--- src/logic/rtcvs_defines.vh ---
// Constants for the validity status and battery RAM block
`ifndef RTCVS_DEFINES_VH
`define RTCVS_DEFINES_VH
`define RTCVS_IO_INDEX_PORT 16'h0070
`define RTCVS_IO_DATA_PORT 16'h0071
`define RTCVS_IDX_STATUS 7'h0D
`define RTCVS_IDX_RAM_FIRST 7'h0E
`define RTCVS_IDX_RAM_LAST 7'h7F
`define RTCVS_RAM_BYTES 114
`define RTCVS_RAM_AW 7
`define RTCVS_VALID_BIT 7
`define RTCVS_INDEX_RESET 7'h00
`define RTCVS_RESERVED_READ 7'h00
`define RTCVS_IDLE_DATA 8'h00
`define RTCVS_UNMAPPED_DATA 8'hFF
`endif

--- src/logic/rtcvs_ram.v ---
// Battery-backed general-purpose byte store with registered read data
module rtcvs_ram (
  // Clock
  input wire clk,
  // Access
  input wire [6:0] addr,
  input wire wr_en,
  input wire [7:0] wr_data,
  output reg [7:0] rd_data_q
);

  reg [7:0] mem [0:127];

  // Locations below the first RAM index are never written; no reset keeps contents
  always @(posedge clk) begin
    if (wr_en) begin
      mem[addr] <= wr_data;
    end
    rd_data_q <= mem[addr];
  end

endmodule // rtcvs_ram

--- src/logic/rtcvs_top.v ---
// Validity status register and battery RAM behind the index/data port pair
//
// Function
// RL1: Status register at index 0Dh, bit 7 is a read-only validity flag.
// RL2: Flag 0 means time, date and RAM contents are invalid.
// RL3: Validity flag clears to 0 on every clock-only reset.
// RL4: Reading the status register sets the flag; stays set until next clock-only reset. The code also clears it on sys_rst.
// RL5: Clock-only reset when battery sense is low during power-on reset.
// RL6: Flag is latched, not a live battery indication.
// RL7: Software writes zeros to reserved status bits 6 to 0.
// RL8: 114 general RAM bytes at indexes 0E to 7Fh, read and write.
// RL9: RAM access ignores clock updates and date format.
// RL10: Disabled clock unit blocks RAM access but keeps contents.
// RL11: Index written at port 70h, data accessed at port 71h.
`include "rtcvs_defines.vh"

module rtcvs_top (
  // Clock and reset
  input wire clk,
  input wire sys_rst,
  // Power-on reset qualification
  input wire power_on_reset,
  input wire backup_battery_sense,
  // Configuration from address decode control
  input wire clock_unit_disable,
  input wire date_format_binary,
  // I/O port access
  input wire [15:0] io_addr,
  input wire io_rd,
  input wire io_wr,
  input wire [7:0] io_wdata,
  output reg [7:0] io_rdata_q,
  output reg io_rvalid_q,
  // Status out
  output reg clock_only_reset_q,
  output reg time_and_ram_valid_flag_q
);

  // ****************************************
  // Helpers
  // ****************************************
  function is_ram_index;
    input [6:0] idx;
    begin
      is_ram_index = (idx >= `RTCVS_IDX_RAM_FIRST) && (idx <= `RTCVS_IDX_RAM_LAST);
    end
  endfunction

  // ****************************************
  // Port decode
  // ****************************************
  reg [6:0] index_q;
  reg [6:0] index_d;
  reg rd_pend_q;
  reg rd_ram_q;
  wire sel_index = (io_addr == `RTCVS_IO_INDEX_PORT); // RL11
  wire sel_data = (io_addr == `RTCVS_IO_DATA_PORT); // RL11
  wire data_rd = sel_data && io_rd;
  wire data_wr = sel_data && io_wr;
  wire status_rd = data_rd && (index_q == `RTCVS_IDX_STATUS); // RL1
  // Disabled unit hides the RAM; contents simply stay where they are
  wire ram_ok = is_ram_index(index_q) && !clock_unit_disable; // RL10
  wire ram_wr = data_wr && ram_ok; // RL8
  wire [7:0] ram_rdata;
  wire unused_format = date_format_binary; // RL9

  always @* begin
    index_d = index_q;
    if (sel_index && io_wr) begin
      index_d = io_wdata[6:0]; // RL11
    end
  end

  always @(posedge clk or posedge sys_rst) begin
    if (sys_rst) begin
      index_q <= `RTCVS_INDEX_RESET;
    end else begin
      index_q <= index_d;
    end
  end

  // ****************************************
  // Clock-only reset and validity flag
  // ****************************************
  // Battery sense is only looked at while power-on reset is asserted
  wire rtc_only_rst = power_on_reset && !backup_battery_sense; // RL5

  always @(posedge clk or posedge sys_rst) begin
    if (sys_rst) begin
      clock_only_reset_q <= 1'b0;
      time_and_ram_valid_flag_q <= 1'b0;
    end else begin
      clock_only_reset_q <= rtc_only_rst; // RL5
      if (rtc_only_rst) begin
        time_and_ram_valid_flag_q <= 1'b0; // RL3 RL2
      end else if (status_rd) begin
        time_and_ram_valid_flag_q <= 1'b1; // RL4 RL6
      end
    end
  end

  // ****************************************
  // Battery RAM
  // ****************************************
  // Writes with the format bit in any state store the byte untouched
  rtcvs_ram u_ram (
    .clk(clk),
    .addr(index_q),
    .wr_en(ram_wr),
    .wr_data(io_wdata),
    .rd_data_q(ram_rdata)
  ); // RL8 RL9

  // ****************************************
  // Read return
  // ****************************************
  // Status read returns the flag as it was before this read sets it
  always @(posedge clk or posedge sys_rst) begin
    if (sys_rst) begin
      rd_pend_q <= 1'b0;
      rd_ram_q <= 1'b0;
      io_rdata_q <= `RTCVS_IDLE_DATA;
      io_rvalid_q <= 1'b0;
    end else begin
      rd_pend_q <= data_rd && ram_ok;
      rd_ram_q <= data_rd && ram_ok;
      io_rvalid_q <= 1'b0;
      if (status_rd) begin
        io_rdata_q <= {time_and_ram_valid_flag_q, `RTCVS_RESERVED_READ}; // RL1 RL7
        io_rvalid_q <= 1'b1;
      end else if (rd_pend_q && rd_ram_q) begin
        io_rdata_q <= ram_rdata; // RL8
        io_rvalid_q <= 1'b1;
      end else if (data_rd && !ram_ok) begin
        io_rdata_q <= `RTCVS_UNMAPPED_DATA; // RL10
        io_rvalid_q <= 1'b1;
      end else if (sel_index && io_rd) begin
        io_rdata_q <= {1'b0, index_q};
        io_rvalid_q <= 1'b1;
      end
    end
  end

endmodule // rtcvs_top

--- config.mk ---
export PLATFORM = sky130hd
export DESIGN_NAME = rtcvs_top
export DESIGN_NICKNAME = d
export VERILOG_FILES = /design/src/logic/rtcvs_ram.v /design/src/logic/rtcvs_top.v
export VERILOG_INCLUDE_DIRS = /design/src /design/src/logic
export SDC_FILE = /design/constraint.sdc
export NUM_CORES = 1
export LEC_CHECK = 0
export BUFFER_PORTS_ARGS = -buffer_cell sky130_fd_sc_hd__buf_2
export CORE_MARGIN = 4
export CORE_UTILIZATION = 26
export DETAILED_ROUTE_END_ITERATION = 10
export SLEW_MARGIN = 5
export SYNTH_ARGS = -nofsm -noshare
export SYNTH_HDL_FRONTEND = slang
export SYNTH_SLANG_ARGS = --single-unit
export TNS_END_PERCENT = 50
--- constraint.sdc ---
create_clock -name clk -period 3.2 [get_ports clk]
set_input_delay 0.48 -clock clk [delete_from_list [all_inputs] [get_ports clk]]
set_output_delay 0.48 -clock clk [all_outputs]
set_load 0.03 [all_outputs]
After elaboration in Yosys (flattened, before gate mapping) --
Memories as Yosys holds them, arrays and structs flattened. A register that Yosys moved wholly into a read port is not among the register bits. Cells that the tools add are included.
Storage, ports and cells: register bits 19, latch bits 0, RAM bits 1024, ROM bits 0, output and inout bits 11, word-level logic and storage cells 40, memories 1
Operators by class: add/sub/neg operators 0, multiply operators 0, divide/modulo/power cells 0, order comparisons 2, equal/unequal tests 3, shift operators 0, mux-type cells 12, bitwise gates (word level) 0, reduce and logical (&&, ||, !) cells 16
Memory list:
- u_ram.mem | words 128, width 8, rd ports 1, clocked after Yosys merged registers in 1, wr ports 1, RTL line rtcvs_ram.v:12 | reg [7:0] mem [0:127];
Operators by type and width (count):
- equality test 16 x 7 -> 1 bit, second input constant | 2
- two-way mux 8 bit | 4
- logical AND 1 bit | 11
- two-way mux 1 bit | 8
- equality test 7 x 4 -> 1 bit, second input constant | 1
- >= comparator 7 x 4 -> 1 bit, second input constant | 1
- less-or-equal comparator 7 bit, second input constant | 1
- nonzero test 4 bit | 1
- zero test 1 bit | 3
- nonzero test 2 bit | 1

Longest topological paths before layout --
Gate-level depths: netlist (run 1).
word-level depth 8, depth in mapped cells 11

By module --
From an unflattened synthesis (run 1), not the netlist that was laid out.
Second synthesis, totals: cell total of the unflattened synthesis 2559, area, all modules 41392.2 µm²
By module, submodules not included:
- rtcvs_ram | instances 1, cells each 2475, area each 40433.8 µm², seq. area each 30909.6 µm²
- rtcvs_top | instances 1, cells each 84, area each 958.4 µm², seq. area each 475.5 µm²

Worst setup path before layout (run 1) --
OpenSTA, ideal clock, no wires.
path type reg-to-reg, start point register index_q[1], end point memory u_ram.mem[65][0], enable pin, arrival time 2.216 ns, required time 2.817 ns, slack 0.600 ns, cell stages (with the launch flop) 10, path buffers 3, path through dfrtp_1 buf_6 buf_6 buf_6 nand3_1 a21oi_2 nand2_1 nor2_4 nand3_1 nor3_1
Between the ends: word-level cells in the longest chain between the ends 6, elaborated cells on any way between the ends 7
Ends and longest elaborated chain:
- start: declaration | RTL line rtcvs_top.v:52 | reg [6:0] index_q;
- start signal: assignment | RTL line rtcvs_top.v:76 | index_q <= `RTCVS_INDEX_RESET;
- start signal: assignment | RTL line rtcvs_top.v:78 | index_q <= index_d;
- >= comparator 7 x 4 -> 1 bit (no line) / less-or-equal comparator 7 bit (equally long branches)
- logical AND 1 bit | RTL line rtcvs_top.v:45 | is_ram_index = (idx >= `RTCVS_IDX_RAM_FIRST) && (idx <= `RTCVS_IDX_RAM_LAST);
- logical AND 1 bit | RTL line rtcvs_top.v:62 | wire ram_ok = is_ram_index(index_q) && !clock_unit_disable;
- logical AND 1 bit | RTL line rtcvs_top.v:63 | wire ram_wr = data_wr && ram_ok;
- two-way mux 1 bit | RTL line rtcvs_ram.v:16 | if (wr_en) begin
- two-way mux 1 bit (not written as such) | RTL line rtcvs_ram.v:17 | mem[addr] <= wr_data;
- end: declaration | RTL line rtcvs_ram.v:12
Several ways; a longest one is shown, not always the timed one.

Worst setup path after layout (run 1) --
start point register index_q[2], end point memory u_ram.mem[79][7], enable pin
Same word-level chain as after synthesis.

==> impl_metrics.env, run 1 <==
export IMPL_pwr_density_cell_nw_per_um2=559
export IMPL_worstSetupPathType="flop to flop"
export IMPL_setup_total_neg_slack_ns=0
export IMPL_ys_ff_latch=1051
export IMPL_report_final_slew_viol_count=0
export IMPL_clkSinkCount=1051
export IMPL_grt_start_max_net_pins=127
export IMPL_die_area_um2=166000
export IMPL_clock_insertion_delay_worst_skew_ns=0.68
export IMPL_fin_ws_ns=0.0724
export IMPL_track_usage_pct=12.7
export IMPL_buffer_ports_inserted=41
export IMPL_first_global_vias=22743
export IMPL_detailedPlacementHpwl_mm=67.6
export IMPL_global_route_wire_length_before_repair_mm=159
export IMPL_synthArstFlopShare_pct=1.81
export IMPL_initial_core_util_pct=26.2
export IMPL_dp_cells=4532
export IMPL_slowest_delay_ns=0.68
export IMPL_route_detailed_drc=0
export IMPL_post_synth_instance_area_um2=41500
export IMPL_place_gp_congestion=0.826
export IMPL_place_worst_setup_slack_ns=0.0672
export IMPL_grt_setup_unrepaired="false"
export IMPL_finalCriticalPeriod_ns=3.13
export IMPL_fin_crit_sh_pct=97.7
export IMPL_tritoncts_num_buffers=109
export IMPL_areaGrowthSynthToFinish_pct=19.6
export IMPL_finalCoreUtilization_pct=31.3
export IMPL_layout_drive_gt1_share_pct=26.6
export IMPL_dr_total_vias=22617
export IMPL_synthSimpleGateAreaFrac_pct=3.90
export IMPL_final_instance_count_excl_fill=4731
export IMPL_ir_drop_uv=479
export IMPL_route_antenna_remaining_nets=0
export IMPL_worst_ep_required_time_ns=3.58
export IMPL_detail_route_wirelength_mm=108
export IMPL_synth_warnings=0
export IMPL_timing_critical_path_buf_inv=2
export IMPL_critPathTopFamily="simple AND/OR/NAND/NOR gates"
export IMPL_yosys_mux_area_fraction_pct=12.2
export IMPL_grt_antenna_before_repair=3
export IMPL_worstHoldPathType="input pin to flop"
export IMPL_clock_transition_at_the_register_clock_pins_on_the_worst_setup_and_hold_paths_after_cts_ns=0.06
export IMPL_synthesis_instances=2183
export IMPL_htree_levels=3
export IMPL_cap_violations=0
export IMPL_synth_seq_area_share_pct=75.6
export IMPL_compound_cell_area_share_of_the_yosys_netlist_pct=5.99
export IMPL_dr_pass1_iters=5
export IMPL_dieWidth_um=408
export IMPL_edff_count_synth=1024
export IMPL_cts_resized=0
export IMPL_clk_root_buffer_cell="clkbuf_16"
export IMPL_maximum_achievable_frequency_mhz=320
export IMPL_core_region_area_um2=159000
export IMPL_syn_mean_instance_area_um2=19.0
export IMPL_primary_ff_master_synth="edfxtp_1"
export IMPL_worstSetupEndpointType="flop"
export IMPL_drt_vias_per_instance=4.78
export IMPL_tightest_slew_ns=0.884
export IMPL_fin_nets=2605
export IMPL_timing_critical_path_arrival_ns=3.51
export IMPL_total_leakage_power_nw=16.3
export IMPL_r2r_slack_ns=0.07
export IMPL_timing_hold_violations_final=0
export IMPL_critical_path_slowest_cell="dfrtp_4"
export IMPL_drt_wl_cell_um=22.9
export IMPL_clock_skew_ns=0.0315
export IMPL_floorplan_die_height_um=408
export IMPL_max_slew_margin_rel_pct=41.1
export IMPL_critical_path_cell_chain="nand3_1 > a21oi_2 > nand2_1 > nor2_4 > nand2_1 > buf_4 > nor2_1 > buf_4"
export IMPL_start_kind="flop"
export IMPL_timing_final_setup_violations=0
export IMPL_final_global_route_overflow_total=0
export IMPL_pin_count=43
export IMPL_rows=146
export IMPL_main_combinational_cell_family_by_area_after_synthesis="multiplexers"
export IMPL_synth_unique_cells=83
export IMPL_buffer_levels_on_the_longest_clock_path=3
export IMPL_post_synth_fa_ha_maj_area_fraction_pct=0
export IMPL_post_synth_xor_area_fraction_pct=0
export IMPL_result_of_the_run="finished, final reports clean"
export IMPL_worst_path_max_fanout=15
export IMPL_initialDrtViolationCount=2486
export IMPL_cts_tree="done"
-- metrics by stage --
step                instance area, um2  total power [mW]  hold slack (ns)
finish                           49700              27.8           0.0499
global route                     49700              28.6           0.0320
CTS                              49700              28.0           0.0112
detailed placement               46300              15.9            0.466
global placement                 46300              15.9            0.463
floorplan                        41900              15.6            0.431
-- placed cells by master, fill, tap and decap left out, types with 24 or more instances in the layout --
master,count
nand2_1,96
buf_2,33
edfxtp_1,1024
clkinv_1,25
conb_1,112
a22oi_1,37
a221oi_1,71
o21ai_0,35
nand3_1,24
clkbuf_16,111
buf_12,32
mux2i_1,71
clkinv_2,25
mux2_2,64
a21oi_1,26
nor2_1,168
buf_4,245
mux4_2,151
-- synthesized netlist by cell type, drive strengths merged (3+ instances only) --
cell | instances | area [um2]
o22ai | 12 | 75.1
a221o | 9 | 90.1
mux2i | 71 | 711
nor3 | 16 | 91.3
and3 | 6 | 37.5
o2bb2ai | 7 | 61.3
mux2 | 72 | 818
o211ai | 10 | 75.1
a311oi | 4 | 35.0
nand4 | 3 | 18.8
nand2 | 96 | 360
nor2b | 17 | 106
a31oi | 6 | 37.5
o31ai | 8 | 60.1
and2 | 4 | 25.0
o221ai | 22 | 193
a21oi | 27 | 139
or3b | 3 | 26.3
a2111oi | 3 | 26.3
a211oi | 17 | 128
inv | 7 | 26.3
a211o | 6 | 52.6
a2bb2oi | 7 | 61.3
a22o | 4 | 35.0
dfrtp | 19 | 475
mux4 | 156 | 3530
nor2 | 171 | 668
o311ai | 3 | 26.3
clkbuf | 33 | 124
o21ai | 40 | 200
dfxtp | 8 | 160
a221oi | 77 | 712
nand3 | 25 | 130
nand2b | 4 | 25.0
edfxtp | 1024 | 30700
buf | 111 | 822
a32oi | 6 | 52.6
a22oi | 38 | 290
-- timing repair --
item                      in CTS  in global routing
hold buffers                   2                  0
buffers inserted               0                  0
hold endpoints to repair      20                  0
-- logic make-up (layout without fill, tap and decap cells) --
group,Yosys count,in the layout
DFF,1051,1051
and+or+nand+nor,360,360
AOI/OAI and AO/OA,320,320
muxes,299,299
buffers and inverters,152,514
other,1,115
-- metal layers --
metal  global-route usage, %  vias to the layer above  part of all wire, %
met2                    20.3                      899                   47
li1                        -                     9649                    -
met3                    2.29                      155                  7.1
met1                    17.7                    11914                   43
met4                    3.75                        0                  2.8
met5                       0                        -                    0
-- final timing paths --
path,cells past startpoint,endpoint,start
max,8,u_ram.mem[79][7],index_q[2]
min,1,u_ram.mem[38][5],io_wdata[5]
max reg2reg,8,u_ram.mem[79][7],index_q[2]
min reg2reg,2,io_rdata_q[6],io_rdata_q[6]
max in group asynchronous,3,index_q[0],sys_rst
min in group asynchronous,3,index_q[2],sys_rst
-- area by class of cell --
class | instances | area (um2)
antenna | 3 | 7.51
clock buffer | 131 | 2850
inverter | 8 | 30.0
tap | 2072 | 2590
clock inverter | 63 | 526
sequential | 1051 | 31400
fill | 15383 | 109000
timing repair buffer | 312 | 2670
multi-input combinational | 1091 | 9600
-- state kept, by name, indices dropped and copies added, names as in the netlist --
signal	count
clock_only_reset_q	1
u_ram.mem	1024
time_and_ram_valid_flag_q	1
u_ram.rd_data_q	8
io_rdata_q	8
io_rvalid_q	1
rd_ram_q	1
index_q	7
-- power breakdown --
| group | total (mW) | leakage [nW] | internal [mW] | switching, mW |
|---|---|---|---|---|
| sequential | 15.3 | 9.59 | 15.2 | 0.0267 |
| combinational | 0.384 | 5.02 | 0.0906 | 0.293 |
| clock | 12.1 | 1.66 | 7.02 | 5.10 |
No activity file was read; power rests on OpenSTA's default activity.
==> run 2: changes to the inputs <==
CORE_UTILIZATION = 63   (was 26)
GPL_TIMING_DRIVEN = 0   (was unset)
PLACE_DENSITY_LB_ADDON = 0.2   (was unset)
==> run 2 against run 1 <==
  * The flow now finishes with violations (setup timing)
  * Design area decreased by 0.90%
  * Via count increased by 14%
  * Hold slack got worse by 0.0048 ns
  * Setup slack got worse by 0.28 ns
  * Die area decreased by 58%
==> impl_metrics.env, run 2 (same netlist as run 1, synthesis figures left out) <==
export IMPL_result_of_the_run="complete, but fails checks"
export IMPL_violations="setup timing"
export IMPL_multi_input_area_um2=10600
export IMPL_worst_ep_required_time_ns=3.52
export IMPL_buffer_levels_on_the_longest_clock_path=3
export IMPL_worstReg2RegEnd="u_ram.mem[119][4]"
export IMPL_holdWs_ns=0.0451
export IMPL_cell_area_placed_um2=43500
export IMPL_switching_power_mw=5.66
export IMPL_start_kind="flop"
export IMPL_critical_path_cell_chain="buf_2 > inv_2 > clkdlybuf4s15_2 > nor2_2 > nand2_1 > nor2_4"
export IMPL_layout_drive_gt1_share_pct=30.1
export IMPL_fin_nets=2530
export IMPL_fin_ws_ns=-0.212
export IMPL_finalCriticalPeriod_ns=3.41
export IMPL_reg_top3="u_ram.mem (1024), io_rdata_q (8), u_ram.rd_data_q (8)"
export IMPL_tritoncts_num_buffers=100
export IMPL_dp_cells=3199
export IMPL_dr_total_vias=25783
export IMPL_final_instance_count_excl_fill=3447
export IMPL_timing_critical_path_arrival_ns=3.73
export IMPL_buffer_ports_inserted=41
export IMPL_nFillCells=3455
export IMPL_layout_area_seq_um2=31400
export IMPL_drt_wl_cell_um=43.4
export IMPL_timing_hold_violations_final=0
export IMPL_areaGrowthSynthToFinish_pct=18.5
export IMPL_cts_hold_buffers_added=0
export IMPL_place_worst_setup_slack_ns=-1.50
export IMPL_grt_setup_unrepaired="true"
export IMPL_r2r_slack_ns=-0.21
export IMPL_max_ffs_per_register=1024
export IMPL_grt_antenna_before_repair=10
export IMPL_total_leakage_power_nw=16.2
export IMPL_die_area_um2=70100
export IMPL_cts_tree="done"
export IMPL_max_slew_margin_rel_pct=17.2
export IMPL_dieWidth_um=265
export IMPL_fin_crit_sh_pct=107
export IMPL_timing_critical_path_buf_inv=3
export IMPL_first_global_vias=24883
export IMPL_initialDrtViolationCount=5292
export IMPL_clock_transition_at_the_register_clock_pins_on_the_worst_setup_and_hold_paths_after_cts_ns=0.07
export IMPL_detailedPlacementHpwl_mm=94.2
export IMPL_rr_startpoint="index_q[4]"
export IMPL_final_global_route_overflow_total=0
export IMPL_tightest_slew_ns=1.24
export IMPL_global_route_wire_length_before_repair_mm=204
export IMPL_maximum_achievable_frequency_mhz=293
export IMPL_worstSetupEndpointType="flop"
export IMPL_cap_violations=0
export IMPL_route_antenna_remaining_nets=0
export IMPL_drt_vias_per_instance=7.48
export IMPL_grt_start_max_net_pins=96
export IMPL_core_region_area_um2=64800
export IMPL_dr_pass1_iters=6
export IMPL_worstSetupPathType="flop to flop"
export IMPL_timing_critical_path_from="index_q[4]"
export IMPL_track_usage_pct=43.0
export IMPL_floorplan_die_height_um=265
export IMPL_clkSinkCount=1051
export IMPL_max_flop_register="u_ram.mem"
export IMPL_worst_path_max_fanout=10
export IMPL_critical_path_slowest_cell="nand2_1"
export IMPL_share_comb_of_total_power_pct=1.4
export IMPL_sw_frac_of_total_pct=19.6
export IMPL_mostFrequentLayoutCells="1024 x edfxtp_1, 151 x mux4_2, 112 x conb_1"
export IMPL_slowest_delay_ns=0.58
export IMPL_pwr_density_cell_nw_per_um2=586
export IMPL_reg2regPathDepth=6
export IMPL_initial_core_util_pct=64.1
export IMPL_layout_cells_most_common="edfxtp_1"
export IMPL_worstHoldPathType="input pin to async pin"
export IMPL_critPathTopFamily="simple AND/OR/NAND/NOR gates"
export IMPL_report_final_slew_viol_count=0
export IMPL_timing_final_setup_violations=426
export IMPL_place_gp_congestion=1.03
export IMPL_clk_root_buffer_cell="clkbuf_16"
export IMPL_intPower_mw=23.2
export IMPL_power_frac_clock_pct=45.7
export IMPL_detail_route_wirelength_mm=150
export IMPL_ir_drop_uv=590
export IMPL_rows=93
export IMPL_clock_insertion_delay_worst_skew_ns=0.68
export IMPL_clock_skew_ns=0.0207
export IMPL_seqPwrFrac_pct=52.9
export IMPL_final_design_area_no_fill_um2=49200
export IMPL_pin_count=43
export IMPL_route_detailed_drc=0
export IMPL_htree_levels=3
==> run 2: layout make-up <==
class                           count  share of cell area, %
Buffer                            141                   2.48
Tap cell                          855                   2.17
Clock inverter                     64                   2.01
Clock buffer                      125                   5.40
Inverter                            8                 0.0635
Multi-Input combinational cell   1091                   21.6
Sequential cell                  1051                   63.8
Antenna cell                        7                 0.0356
Timing Repair Buffer              105                   2.50
==> run 2: timing repair <==
item                       CTS  global route
setup endpoints to repair  928           592
gates cloned                 0             1
resized for setup          318            56
pin swaps                   36             4
buffers inserted            49             5
==> run 2: stage by stage <==
stage               TNS (ns)  power [mW]  utilization, %
floorplan                  0        15.6               -
global placement    -1024.07        15.9            66.7
detailed placement  -1006.63        15.9            67.1
CTS                   -0.779        28.7            75.5
global route          -18.08        29.5            75.9
finish                -33.65        28.9            75.9
==> run 2: layer usage <==
metal | share of wire, % | GRT usage [%]
met5 | 0.018 | 0
met4 | 7.5 | 25.1
met3 | 15 | 14.8
met2 | 43 | 61.7
met1 | 34 | 58.2
==> run 2: worst max path at each step <==
stage | depth (start not counted) | end | slack [ns]
after global routing | 6 | u_ram.mem[119][4] | -0.16
after global placement | 9 | u_ram.mem[14][1] | -1.77
final | 6 | u_ram.mem[119][4] | -0.21
after detailed placement | 7 | u_ram.mem[27][5] | -1.50
after CTS | 9 | u_ram.rd_data_q[2] | -0.13
after floorplan | 9 | u_ram.mem[65][0] | 0.60
==> run 2: power groups by stage <==
stage               Clock [mW]  Combinational, mW  Sequential (mW)
finish                    13.2              0.416             15.3
global placement             0              0.334             15.6
detailed placement           0              0.388             15.5
CTS                       13.1              0.395             15.3
floorplan                    0             0.0844             15.5
global route              13.8              0.439             15.3
==> run 2: worst register-to-register path, stage by stage (launching register included) <==
cell	delay [ns]
dfrtp_1	0.31
buf_2	0.22
inv_2	0.29
clkdlybuf4s15_2	0.57
nor2_2	0.56
nand2_1	0.58
nor2_4	0.53
